File: src/core/rxfs_params.svh
// Constants for the receive client frame-check and status block
`ifndef RXFS_PARAMS_SVH
`define RXFS_PARAMS_SVH

`define RXFS_DATA_W 256
`define RXFS_LANES 32
`define RXFS_EMPTY_W 5
`define RXFS_ERR_W 6
`define RXFS_KIND_W 3
`define RXFS_LEN_W 16

// Control frame recognition, offsets counted from the MSB lane
`define RXFS_TYPE_HI 159
`define RXFS_OPC_HI 143
`define RXFS_ETYPE_CTRL 16'h8808
`define RXFS_OPC_PAUSE 16'h0001
`define RXFS_OPC_PFC 16'h0101

// Kind bit positions
`define RXFS_KIND_STD 0
`define RXFS_KIND_PFC 1
`define RXFS_KIND_OTHER 2

// Error vector bit positions
`define RXFS_ERR_MALFORM 0
`define RXFS_ERR_CRC 1
`define RXFS_ERR_UNDER 2
`define RXFS_ERR_OVER 3
`define RXFS_ERR_LENGTH 4

// Runt window in bytes; eight or fewer is a decode error instead
`define RXFS_RUNT_MIN 16'h0009
`define RXFS_RUNT_MAX 16'h003F
`define RXFS_LEN_MAX 16'hFFFF

// Reset values
`define RXFS_KIND_RST 3'h0
`define RXFS_ERR_RST 6'h00

`endif

File: src/core/rxfs_pkg.sv
// Types for the receive client frame-check and status block
`include "rxfs_params.svh"

package rxfs_pkg;

    // One beat from the receive MAC pipeline, byte 0 in the LSB lane
    typedef struct packed {
        logic valid;
        logic first;
        logic last;
        logic crcBad;
        logic [`RXFS_ERR_W-1:0] err;
        logic [`RXFS_EMPTY_W-1:0] empty;
        logic [`RXFS_DATA_W-1:0] data;
    } rxfs_beat_t;

    typedef enum logic [1:0] {
        RXFS_IDLE = 2'h0,
        RXFS_BODY = 2'h1
    } rxfs_state_t;

endpackage : rxfs_pkg

File: src/core/rxfs_ctrl_class.sv
// Classifies the control frame kind from a packet's first beat
`timescale 1ns/1ps
`default_nettype none
`include "rxfs_params.svh"

module rxfs_ctrl_class
    import rxfs_pkg::*;
(
    input wire logic [`RXFS_DATA_W-1:0] firstData,
    input wire logic pfcMode,
    input wire logic fwdCtrl,
    output logic [`RXFS_KIND_W-1:0] kind
);

    logic [15:0] etherType;
    logic [15:0] opcode;
    logic isCtrl;

    assign etherType = firstData[`RXFS_TYPE_HI -: 16];
    assign opcode = firstData[`RXFS_OPC_HI -: 16];
    assign isCtrl = (etherType == `RXFS_ETYPE_CTRL);

    always_comb begin
        kind = `RXFS_KIND_RST;
        if (isCtrl) begin
            if (opcode == `RXFS_OPC_PAUSE) begin
                // Pause frames consumed in standard mode stay unreported
                kind[`RXFS_KIND_STD] = pfcMode | fwdCtrl;
            end else if (opcode == `RXFS_OPC_PFC) begin
                kind[`RXFS_KIND_PFC] = ~pfcMode | fwdCtrl;
            end else begin
                kind[`RXFS_KIND_OTHER] = 1'b1;
            end
        end
    end

endmodule : rxfs_ctrl_class
`default_nettype wire

File: src/core/rxfs_status.sv
// Receive client valid qualifier, frame-check pair and control status
//
// Notes on behaviour
// - All outputs registered on the receive clock
// - First packet byte sits in MSB lane
// - Valid only from first through last beat
// - Frame-check valid marks the result's cycle
// - Frame-check error only with frame-check valid
// - Runt frames always force frame-check error
// - Eight bytes or fewer are not runts
// - Control kind meaningful only on last beat
// - Bit 0: pause frame, masked in standard mode unless forwarded
// - Bit 1: priority pause, masked in PFC mode unless forwarded
// - Bit 2: other control frame
// - Error vector CRC bit equals frame-check error
`timescale 1ns/1ps
`default_nettype none
`include "rxfs_params.svh"

module rxfs_status
    import rxfs_pkg::*;
(
    input wire logic ref_clk,
    input wire logic rst_n,
    input wire logic clkEn,
    input wire logic fwdCtrl,
    input wire logic pfcMode,
    input wire rxfs_beat_t upBeat,
    output logic rxBeatValid,
    output logic rxPacketFirstBeat,
    output logic rxPacketLastBeat,
    output logic [`RXFS_DATA_W-1:0] rxData,
    output logic [`RXFS_EMPTY_W-1:0] rxEmpty,
    output logic rxFrameCheckValid,
    output logic rxFrameCheckError,
    output logic [`RXFS_KIND_W-1:0] rxControlFrameKind,
    output logic [`RXFS_ERR_W-1:0] rxErrorVector
);

    // Reverse byte order so byte 0 of the packet lands in the MSB lane
    function automatic logic [`RXFS_DATA_W-1:0] msbFirst(
        input logic [`RXFS_DATA_W-1:0] d
    );
        logic [`RXFS_DATA_W-1:0] r;
        r = '0;
        for (int i = 0; i < `RXFS_LANES; i++) begin
            r[`RXFS_DATA_W-1-8*i -: 8] = d[8*i +: 8];
        end
        return r;
    endfunction : msbFirst

    // Saturating length add, so jumbo streams never wrap into the runt window
    function automatic logic [`RXFS_LEN_W-1:0] addSat(
        input logic [`RXFS_LEN_W-1:0] a,
        input logic [`RXFS_LEN_W-1:0] b
    );
        logic [`RXFS_LEN_W:0] s;
        s = {1'b0, a} + {1'b0, b};
        if (s[`RXFS_LEN_W]) begin
            return `RXFS_LEN_MAX;
        end
        return s[`RXFS_LEN_W-1:0];
    endfunction : addSat

    rxfs_state_t state;
    rxfs_state_t next_state;
    logic accept;
    logic [`RXFS_DATA_W-1:0] alignedData;
    logic [`RXFS_KIND_W-1:0] classNow;
    logic [`RXFS_KIND_W-1:0] kindHeld;
    logic [`RXFS_KIND_W-1:0] kindNow;
    logic [`RXFS_LEN_W-1:0] byteCount;
    logic [`RXFS_LEN_W-1:0] beatBytes;
    logic [`RXFS_LEN_W-1:0] next_byteCount;
    logic isRunt;
    logic checkErr;
    logic firstTaken;
    logic lastTaken;
    logic [`RXFS_LEN_W-1:0] baseCount;
    logic overDecode;
    logic underMin;

    assign alignedData = msbFirst(upBeat.data);

    // Beats outside a packet are dropped rather than passed as stray data
    assign accept = upBeat.valid &&
                    (upBeat.first || state == RXFS_BODY);

    // The two strobes that the kind, first/last, check and error registers below key on
    assign firstTaken = accept && upBeat.first;
    assign lastTaken = accept && upBeat.last;

    always_comb begin
        next_state = state;
        case (state)
            RXFS_IDLE: begin
                if (accept && !upBeat.last) begin
                    next_state = RXFS_BODY;
                end
            end
            RXFS_BODY: begin
                if (accept && upBeat.last) begin
                    next_state = RXFS_IDLE;
                end
            end
            default: begin
                next_state = RXFS_IDLE;
            end
        endcase
    end

    // clkEn low holds every register here, so a shown pulse stays shown
    always_ff @(posedge ref_clk or negedge rst_n) begin
        if (!rst_n) begin
            state <= RXFS_IDLE;
        end else if (clkEn) begin
            state <= next_state;
        end
    end

    // A first beat restarts the count, even inside an unfinished packet
    assign baseCount = upBeat.first ? '0 : byteCount;

    // Byte length of the packet so far, including this beat
    always_comb begin
        beatBytes = `RXFS_LEN_W'(`RXFS_LANES);
        if (upBeat.last) begin
            beatBytes = `RXFS_LEN_W'(`RXFS_LANES) -
                        `RXFS_LEN_W'(upBeat.empty);
        end
        next_byteCount = addSat(baseCount, beatBytes);
    end

    always_ff @(posedge ref_clk or negedge rst_n) begin
        if (!rst_n) begin
            byteCount <= '0;
        end else if (clkEn && accept) begin
            byteCount <= next_byteCount;
        end
    end

    // Packets of eight bytes or fewer fall below the window: decode error
    assign overDecode = next_byteCount >= `RXFS_RUNT_MIN;
    assign underMin = next_byteCount <= `RXFS_RUNT_MAX;
    assign isRunt = overDecode && underMin;
    assign checkErr = upBeat.crcBad || isRunt;

    rxfs_ctrl_class u_class (
        .firstData(alignedData),
        .pfcMode(pfcMode),
        .fwdCtrl(fwdCtrl),
        .kind(classNow)
    );

    // Kind is decided on the first beat and held until the last
    always_ff @(posedge ref_clk or negedge rst_n) begin
        if (!rst_n) begin
            kindHeld <= `RXFS_KIND_RST;
        end else if (clkEn && firstTaken) begin
            kindHeld <= classNow;
        end
    end

    // A one-beat packet has no held kind yet, so it is taken directly
    assign kindNow = upBeat.first ? classNow : kindHeld;

    // Stream qualifiers
    always_ff @(posedge ref_clk or negedge rst_n) begin
        if (!rst_n) begin
            rxBeatValid <= 1'b0;
            rxPacketFirstBeat <= 1'b0;
            rxPacketLastBeat <= 1'b0;
        end else if (clkEn) begin
            rxBeatValid <= accept;
            rxPacketFirstBeat <= firstTaken;
            rxPacketLastBeat <= lastTaken;
        end
    end

    // Data lanes are not reset; they mean nothing while valid is low
    always_ff @(posedge ref_clk) begin
        if (clkEn && accept) begin
            rxData <= alignedData;
            rxEmpty <= upBeat.last ? upBeat.empty : '0;
        end
    end

    // Check result and status appear only with the last beat
    always_ff @(posedge ref_clk or negedge rst_n) begin
        if (!rst_n) begin
            rxFrameCheckValid <= 1'b0;
            rxFrameCheckError <= 1'b0;
            rxControlFrameKind <= `RXFS_KIND_RST;
        end else if (clkEn) begin
            rxFrameCheckValid <= lastTaken;
            rxFrameCheckError <= lastTaken && checkErr;
            // Zero between ends, so a careless sink reads no stale kind
            rxControlFrameKind <= lastTaken ? kindNow : `RXFS_KIND_RST;
        end
    end

    // Error vector: runt and CRC bits are made here, malformed, over and length forwarded
    always_ff @(posedge ref_clk or negedge rst_n) begin
        if (!rst_n) begin
            rxErrorVector <= `RXFS_ERR_RST;
        end else if (clkEn) begin
            rxErrorVector <= `RXFS_ERR_RST;
            if (lastTaken) begin
                rxErrorVector[`RXFS_ERR_MALFORM] <=
                    upBeat.err[`RXFS_ERR_MALFORM];
                rxErrorVector[`RXFS_ERR_CRC] <= checkErr;
                rxErrorVector[`RXFS_ERR_UNDER] <= isRunt;
                rxErrorVector[`RXFS_ERR_OVER] <= upBeat.err[`RXFS_ERR_OVER];
                rxErrorVector[`RXFS_ERR_LENGTH] <=
                    upBeat.err[`RXFS_ERR_LENGTH];
            end
        end
    end

endmodule : rxfs_status
`default_nettype wire

File: config.mk
export PLATFORM = sky130hd
export DESIGN_NAME = rxfs_status
export DESIGN_NICKNAME = d
export VERILOG_FILES = /design/src/core/rxfs_pkg.sv /design/src/core/rxfs_ctrl_class.sv /design/src/core/rxfs_status.sv
export VERILOG_INCLUDE_DIRS = /design/src /design/src/core
export SDC_FILE = /design/constraint.sdc
export NUM_CORES = 1
export LEC_CHECK = 0
export CAP_MARGIN = 10
export CORE_AREA = 2 2 212 214
export DETAILED_ROUTE_END_ITERATION = 10
export DIE_AREA = 0 0 214 216
export DONT_BUFFER_PORTS = 1
export PLACE_DENSITY_LB_ADDON = 0.1
export SYNTH_ARGS = -nofsm -noshare
export SYNTH_HDL_FRONTEND = slang
export SYNTH_SLANG_ARGS = --single-unit
File: constraint.sdc
create_clock -name ref_clk -period 19.3 [get_ports ref_clk]
set_input_delay 0.965 -clock ref_clk [delete_from_list [all_inputs] [get_ports ref_clk]]
set_output_delay 0.965 -clock ref_clk [all_outputs]
set_load 0.1 [all_outputs]
After elaboration in Yosys (flattened, before gate mapping). Index checks and enable logic that the tools add are counted.

Bits in registers: 294. Output and inout port bits: 275. Word-level logic and storage cells: 53.

$add $sub $neg: 2. $lt $le $gt $ge: 2. Equality and inequality tests: 6. Muxes and demuxes: 16. Bitwise gates (word level): 3. Reduce and logical (&&, ||, !) cells: 13.

Operators with widths (count): 2-to-1 mux 16 bit (4); adder 16 x 16 -> 17 bit (1); == test 16 x 1 -> 1 bit (second input constant) (1); == test 16 bit (second input constant) (1); == test 16 x 9 -> 1 bit (second input constant) (1); >= comparator 16 x 4 -> 1 bit (second input constant) (1); <= comparator 16 x 6 -> 1 bit (second input constant) (1); 2-to-1 mux 3 bit (3); logical AND 1 bit (8); subtractor 6 x 5 -> 7 bit (first input constant) (1); 2-to-1 mux 2 bit (3); 2-to-1 mux 5 bit (1); 2-to-1 mux 1 bit (4); inequality test 2 bit (second input constant) (2); case mux 2 bit (2 select lines) (1); AND reduction 3 bit (1); == test 2 x 1 -> 1 bit (second input constant) (1); zero test 2 bit (1); logical OR 1 bit (2); bitwise OR 1 bit (2); zero test 1 bit (1); inverter 1 bit (1).

Depth between registers and ports, before layout. Gate-level depths: netlist of the first run.

Word-level depth: 9. Gate-level depth with buffers: 14. Depth with buffers taken out: 12.

Modules after synthesis. From an unflattened synthesis of the first run, not the netlist that was laid out.

Cells, all modules: 523. Area, all modules: 10102.2 µm².

By module, submodules not included: rxfs_status (times used 1, cells an instance 507, area each 9975.8 µm², sequential area each 8613.3 µm²); rxfs_ctrl_class (times used 1, cells an instance 16, area each 126.4 µm², sequential area each 0.0 µm²).

Worst setup path after synthesis of the first run. No wires, ideal clock.

Kind: input -> register. From: in upBeat[269] (netlist name). To: reg byteCount[0]. Setup time: 0.099 ns. Arrival: 9.419 ns. Setup slack: 9.782 ns. Stages on the path: 5. Buffers on the path: 1. Path through: o211ai_2 > inv_2 > clkbuf_1 > o21ai_0 > nand2_1.

Cells in the longest elaborated chain, start to end: 4. Elaborated cells between the ends (all ways): 7. Classes of those cells: 1 x add/sub; 3 x mux; 3 x reduce/logical.

RTL lines: start, declared (line rxfs_status.sv:28) `input wire rxfs_beat_t upBeat,`; 2-to-1 mux 16 bit (line rxfs_status.sv:122) `assign baseCount = upBeat.first ? '0 : byteCount;`; adder 16 x 16 -> 17 bit (line rxfs_status.sv:58) `s = {1'b0, a} + {1'b0, b};`; 2-to-1 mux 1 bit (line rxfs_status.sv:59) `` if (s[`RXFS_LEN_W]) begin ``; 2-to-1 mux 16 bit (line rxfs_status.sv:62) `` return s[`RXFS_LEN_W-1:0]; ``; end signal, assigned (line rxfs_status.sv:138) `byteCount <= next_byteCount;`; end, declared (line rxfs_status.sv:72) `` logic [`RXFS_LEN_W-1:0] byteCount; ``.

Parallel ways exist; a longest one is shown, timed or not. A chain may end at the register's enable or synchronous reset.

Worst setup path in the final report of the first run.
From: in upBeat[256] (netlist name). To: reg rxErrorVector[1].

Cells in the longest elaborated chain, start to end: 9. Elaborated cells between the ends (all ways): 10. Classes of those cells: 2 x add/sub; 2 x order compare; 4 x mux; 2 x reduce/logical.

RTL lines: subtractor 6 x 5 -> 7 bit (no line) *; 2-to-1 mux 16 bit * (line rxfs_status.sv:127) `if (upBeat.last) begin`; adder 16 x 16 -> 17 bit * (line rxfs_status.sv:58); 2-to-1 mux 1 bit (line rxfs_status.sv:59); 2-to-1 mux 16 bit * (line rxfs_status.sv:62); >= comparator 16 x 4 -> 1 bit (no line) or <= comparator 16 x 6 -> 1 bit (tied branches); logical AND 1 bit * (line rxfs_status.sv:145) `assign isRunt = overDecode && underMin;`; logical OR 1 bit * (line rxfs_status.sv:146) `assign checkErr = upBeat.crcBad || isRunt;`; 2-to-1 mux 5 bit * (line rxfs_status.sv:208) `if (lastTaken) begin`; end signal, assigned (line rxfs_status.sv:207) `` rxErrorVector <= `RXFS_ERR_RST; ``; end signal, assigned by index (line rxfs_status.sv:209) `` rxErrorVector[`RXFS_ERR_MALFORM] <= ``; end signal, assigned by index (line rxfs_status.sv:211) `` rxErrorVector[`RXFS_ERR_CRC] <= checkErr; ``; end, declared (line rxfs_status.sv:37) `` output logic [`RXFS_ERR_W-1:0] rxErrorVector ``.

Mark *: on every way between the ends. The rest lies on a longest branch, timed or not.

==> qor.txt, run 1 <==
status -> finished, final reports clean
Psw -> 0.495 mW
area leader, netlist -> edfxtp_1
final setup skew -> 0.0181 ns
port bufs -> 0
Tmin final -> 3.26 ns
critical-path cell list -> inv_1 > ha_1 > and3_1 > o21a_1 > ha_1 > and3_1 > a221oi_4 > nand3b_1 > xor2_1 > a31oi_1 > and4b_1 > a221o_1
syn_nets -> 806
MaxCap Viol Count -> 0
combinational share of power -> 0.034
Num CTS Buffers -> 35
die area -> 46200 sq um
Congestion Overflow GR -> 0
Hold Crit Class -> primary input to async pin
number of global-route vias before repair -> 4772
wire per inst -> 25.7 microns
Worst-Skew Late Latency -> 0.52 ns
clock share of power -> 0.409
H-tree Lvls -> 2
setup TNS -> 0 ns
area of placed instances -> 10800 sq um
Worst Path Arrival -> 3.67 ns
Die Y -> 216 microns
cell-internal power -> 1.18 mW
Layout Nets -> 834
VDD IR max -> 0.0664 mV
dpl hpwl -> 22.9 mm
count of state elements after synthesis -> 292
Max Fclk -> 307 MHz
startpoint types -> primary input
post-synthesis sequential area ratio -> 0.850
final hold violation count -> 0
worst path bufs/invs -> 1
TritonCTS clock tree -> yes
Reg clk slew, reported paths -> 0.06 ns
Sink Count -> 292
top post-synthesis cells by count -> edfxtp_1 (261), dfrtp_1 (31), nand2_1 (26)
Max Buffers Root-to-Sink -> 3
Post-synth EDFFs -> 261
# fillers -> 4374
first-pass detailed-route iteration total -> 4
I/O pin total -> 551
cts repair resizes -> 0
async set-reset flop share out of synthesis -> 0.106
ANT nets after route -> 0
area of the core -> 43800 sq um
CP max stage cell -> ha_1
syn avg cell area -> 19.4 sq um
P_leak -> 4.04 nW
worst relative slew slack -> 0.295
fin crit share -> 0.169
Crit Path Max Fanout -> 6
layout cells sized above 1 -> 0.122
delay-heaviest family, CP -> compound AO/OA/AOI/OAI gates
Post-CTS Setup Inserts -> 0
number of distinct library cells after synthesis -> 63
part of the power in registers -> 0.558
Initial Util -> 0.231
top-count cell post-synth -> edfxtp_1
routability congestion estimate -> 0.745
first-pass GRT wire length -> 40.4 mm
RSZ-0062 raised after global routing -> false
synth warn -> 0
WS Path Type -> primary input to flop
GRT Util Overall -> 0.124
initial antenna violation count -> 10
Worst Setup End Kind -> flop
total number of vias -> 4733
num rows -> 77
width of the die -> 214 microns
hold bufs inserted after CTS -> 0
Critical Path RT -> 19.71 ns
max incr delay on CP -> 0.39 ns
largest net degree at the start of global routing -> 123
top-area cell type share of the netlist area -> 0.774
Top FF cell, synth -> edfxtp_1
worst-margin pin slew -> 1.06 ns
initial DRC count -> 273
Synth Cell Area -> 10100 sq um
Synth area leaders -> edfxtp_1 (77%), dfrtp_1 (7.7%), o21ai_0 (1.2%), nand2_1 (0.96%), mux2i_1 (0.89%)
synth-to-layout area growth -> 18.9%
Final setup viols -> 0
Mapped Cells -> 522
final std cell area, no fill -> 12000 sq um
Via-to-Cell Ratio -> 4.04
drt total wl -> 30.1 mm
DRC viols -> 0
switching share of power -> 0.296
pwr dens -> 139 nW/um^2
Clock Tree Root -> clkbuf_16
max-slew violation count -> 0
==> worst register-to-register path: stages, from the launching register on <==
cell      delay (ns)
dfrtp_1         0.36
o211ai_2        0.07
buf_4           0.22
inv_8           0.63
buf_4           0.98
o21ai_0         0.27
a22o_1          0.28
==> registers in the layout (all words and copies together) (netlist names) <==
signal and cells:
rxData 256, byteCount 16, rxEmpty 5, rxErrorVector 5, kindHeld 3, rxControlFrameKind 3
rxBeatValid 1, rxFrameCheckValid 1, rxPacketFirstBeat 1, state 1
==> per-stage QoR <==
stage / hold WS [ns] / setup WS (ns) / utilization / cells / power, mW
after floorplan: 0.431 / 9.78 / - / 522 / 0.994
after global placement: 0.448 / 15.46 / 0.247 / 1105 / 1.00
after detailed placement: 0.449 / 15.46 / 0.247 / 1105 / 1.00
after CTS: 0.0779 / 16.05 / 0.275 / 1166 / 1.70
after global routing: 0.0748 / 15.92 / 0.275 / 1168 / 1.74
final: 0.129 / 16.04 / 0.275 / 1171 / 1.67
==> logic make-up after synthesis <==
logic type,synth area share
other,0.000370
muxes,0.0122
xor gates and xnor gates,0.00605
DFF,0.850
AOI/OAI and AO/OA,0.0535
and+or+nand+nor,0.0557
adders and majority gates,0.0106
buffers and inverters,0.0111
==> layout by cell type (no fill, tap or decap), types with 3 or more instances in the layout <==
cell type | synthesis | layout
nand2_1 | 26 | 26
clkinv_1 | 2 | 8
nor4b_1 | 4 | 4
and2_1 | 9 | 9
clkbuf_1 | 5 | 5
clkinv_2 | 0 | 3
nor2b_1 | 8 | 8
mux2i_1 | 9 | 9
a22o_1 | 5 | 5
inv_1 | 8 | 8
diode_2 | 0 | 5
nor2_1 | 17 | 17
edfxtp_1 | 261 | 261
a21oi_1 | 16 | 16
nand4_1 | 4 | 4
nand3_1 | 4 | 4
ha_1 | 7 | 7
xnor2_1 | 6 | 6
a21o_1 | 4 | 4
and3_1 | 6 | 6
dfrtp_1 | 31 | 29
o2bb2ai_1 | 3 | 3
clkbuf_16 | 0 | 37
bufinv_16 | 0 | 6
nor3_1 | 5 | 5
buf_4 | 3 | 4
nand2b_1 | 6 | 6
nor4_1 | 5 | 5
o21ai_0 | 24 | 24
==> final cells by class <==
type / instances / area [sq um] / area share
diodes: 5 / 12.5 / 0.00104
clock buffers: 42 / 945 / 0.0784
clock inverters: 19 / 253 / 0.0210
inverters: 11 / 48.8 / 0.00405
multi-input cells: 206 / 1400 / 0.116
flip-flops and latches: 292 / 8620 / 0.715
well taps: 592 / 741 / 0.0615
repair buffers: 4 / 30.0 / 0.00249
==> power by group through the flow <==
stage | Sequential, mW | Combinational [mW] | Clock [mW]
final | 0.933 | 0.0568 | 0.684
after global routing | 0.935 | 0.0640 | 0.737
after CTS | 0.934 | 0.0580 | 0.711
after detailed placement | 0.947 | 0.0578 | 0
after global placement | 0.948 | 0.0572 | 0
after floorplan | 0.943 | 0.0501 | 0
==> layer usage <==
metal	part of all wire	routed length, microns	global-route usage
met5	0	0	0
met4	0.025	742	0.0429
met3	0.082	2470	0.0541
met2	0.55	16600	0.230
met1	0.34	10300	0.122
==> worst paths after layout <==
kind                                   start                to  slack (ns)  cells past startpoint
worst max-delay path             upBeat[256]  rxErrorVector[1]       16.04                     12
worst min-delay path                   rst_n  rxErrorVector[2]        0.13                      0
worst max register to register      state[0]     byteCount[12]       16.37                      6
worst min register to register  byteCount[0]      byteCount[0]        0.46                      2
max in group asynchronous              rst_n      byteCount[3]       19.08                      0
min in group ref_clk            byteCount[0]      byteCount[0]        0.46                      2
Note: power is estimated with default switching activity, not from simulation.
==> inputs of run 2 (changes only) <==
- CORE_AREA: 2 2 212 214 -> 2 2 213 215
- DIE_AREA: 0 0 214 216 -> 0 0 215 217
- clock period: 19.3 -> 2.9 ns (I/O delays scaled with it)
==> run 2 against run 1 <==
Against the previous run: the run now fails in 4_1_cts; synthesized cell count stayed put; area after synthesis stayed put.
==> qor.txt, run 2 <==
number of distinct library cells after synthesis -> 63 (unchanged)
count of state elements after synthesis -> 292 (unchanged)
routability congestion estimate -> 0.819 (was 0.745)
cts repair resizes -> 0 (unchanged)
Placed Cells -> 1121 (was 1105)
post-synthesis sequential area ratio -> 0.850 (unchanged)
port bufs -> 0 (unchanged)
Die Y -> 217 microns (was 216 microns)
Synth Cell Area -> 10100 sq um (unchanged)
status -> aborted with a tool error (was finished, final reports clean)
num rows -> 78 (was 77)
Max Buffers Root-to-Sink -> 3 (unchanged)
top post-synthesis cells by count -> edfxtp_1 (261), dfrtp_1 (31), nand2_1 (26) (unchanged)
Sink Count -> 292 (unchanged)
syn avg cell area -> 19.4 sq um (unchanged)
top-area cell type share of the netlist area -> 0.774 (unchanged)
Synth area leaders -> edfxtp_1 (77%), dfrtp_1 (7.7%), o21ai_0 (1.2%), nand2_1 (0.96%), mux2i_1 (0.89%) (unchanged)
Top FF cell, synth -> edfxtp_1 (unchanged)
Clock Tree Root -> clkbuf_16 (unchanged)
I/O pin total -> 551 (unchanged)
area leader, netlist -> edfxtp_1 (unchanged)
dpl hpwl -> 23.2 mm (was 22.9 mm)
syn_nets -> 806 (unchanged)
width of the die -> 215 microns (was 214 microns)
async set-reset flop share out of synthesis -> 0.106 (unchanged)
Post-CTS Setup Inserts -> 0 (unchanged)
Post-synth EDFFs -> 261 (unchanged)
dpl ws -> 0.0137 ns (was 15.46 ns)
Mapped Cells -> 522 (unchanged)
top-count cell post-synth -> edfxtp_1 (unchanged)
Fail Step -> 4_1_cts
Initial Util -> 0.227 (was 0.231)
Stop Error -> [ERROR RSZ-0060] Max buffer count reached.
hold bufs inserted after CTS -> 238 (was 0)
synth warn -> 0 (unchanged)
Num CTS Buffers -> 35 (unchanged)
H-tree Lvls -> 2 (unchanged)
## run 2: cells by family after synthesis
| group | share of synthesized area |
|---|---|
| xor gates and xnor gates | 0.00605 |
| other | 0.000370 |
| buffers and inverters | 0.0111 |
| adders and majority gates | 0.0106 |
| muxes | 0.0122 |
| DFF | 0.850 |
| AOI/OAI and AO/OA | 0.0535 |
| and+or+nand+nor | 0.0557 |
## run 2: through the flow
stage / area, sq um / hold WS (ns)
detailed placement: 10900 / -0.150
global placement: 10900 / -0.149
floorplan: 10100 / -0.151
==> inputs of run 3 (changes only) <==
- CORE_AREA: 2 2 213 215 -> 2 2 217 219
- DIE_AREA: 0 0 215 217 -> 0 0 219 221
- PLACE_DENSITY_LB_ADDON: 0.1 -> 0.15
- clock period: 2.9 -> 3.75 ns (I/O delays scaled with it)
==> run 3 against run 2 <==
Against the previous run: the run again fails in 4_1_cts; synthesized cell count did not move; area after synthesis is the same.
==> qor.txt, run 3 <==
post-synthesis sequential area ratio -> 0.850 (unchanged)
async set-reset flop share out of synthesis -> 0.106 (unchanged)
multiplexer share of the synthesized area -> 0.0122 (unchanged)
routability congestion estimate -> 0.793 (was 0.819)
Max Buffers Root-to-Sink -> 3 (unchanged)
count of state elements after synthesis -> 292 (unchanged)
Initial Util -> 0.220 (was 0.227)
Post-CTS Setup Inserts -> 0 (unchanged)
I/O pin total -> 551 (unchanged)
status -> aborted with a tool error (unchanged)
Synth area leaders -> edfxtp_1 (77%), dfrtp_1 (7.7%), o21ai_0 (1.2%), nand2_1 (0.96%), mux2i_1 (0.89%) (unchanged)
top-area cell type share of the netlist area -> 0.774 (unchanged)
Mapped Cells -> 522 (unchanged)
port bufs -> 0 (unchanged)
syn avg cell area -> 19.4 sq um (unchanged)
largest family of logic cells by synthesized area -> simple AND/OR/NAND/NOR gates (unchanged)
Fail Step -> 4_1_cts (unchanged)
hold bufs inserted after CTS -> 236 (was 238)
top-count cell post-synth -> edfxtp_1 (unchanged)
Sink Count -> 292 (unchanged)
Post-synth EDFFs -> 261 (unchanged)
dpl hpwl -> 22.1 mm (was 23.2 mm)
Synth Cell Area -> 10100 sq um (unchanged)
Num CTS Buffers -> 34 (was 35)
cts repair resizes -> 0 (unchanged)
Die Y -> 221 microns (was 217 microns)
Top FF cell, synth -> edfxtp_1 (unchanged)
synth warn -> 0 (unchanged)
num rows -> 79 (was 78)
number of distinct library cells after synthesis -> 63 (unchanged)
top post-synthesis cells by count -> edfxtp_1 (261), dfrtp_1 (31), nand2_1 (26) (unchanged)
width of the die -> 219 microns (was 215 microns)
Synth Area in Compound Gates -> 0.0535 (unchanged)
Stop Error -> [ERROR RSZ-0060] Max buffer count reached. (unchanged)
Post-Synth XOR/XNOR Area -> 0.00605 (unchanged)
H-tree Lvls -> 2 (unchanged)
area leader, netlist -> edfxtp_1 (unchanged)
post-synthesis simple-gate area fraction -> 0.0557 (unchanged)
post-synthesis adder-cell area fraction -> 0.0106 (unchanged)
syn_nets -> 806 (unchanged)
Clock Tree Root -> clkbuf_16 (unchanged)
Placed Cells -> 1120 (was 1121)
[run 3: cell counts after synthesis]
Identical to the previous run, type by type.
[run 3: logic make-up after synthesis]
| kind of cell | count (synthesis) |
|---|---|
| adders and majority gates | 8 |
| DFF | 292 |
| xor gates and xnor gates | 7 |
| AOI/OAI and AO/OA | 74 |
| buffers and inverters | 24 |
| muxes | 12 |
| other | 1 |
| and+or+nand+nor | 104 |
[run 3: per-stage QoR]
stage                     cell area, sq um  utilization  hold WS [ns]  setup slack (ns)
after floorplan                      10100            -        -0.108             0.674
after detailed placement             10900        0.236        -0.107             0.681
after global placement               10900        0.236        -0.107             0.702
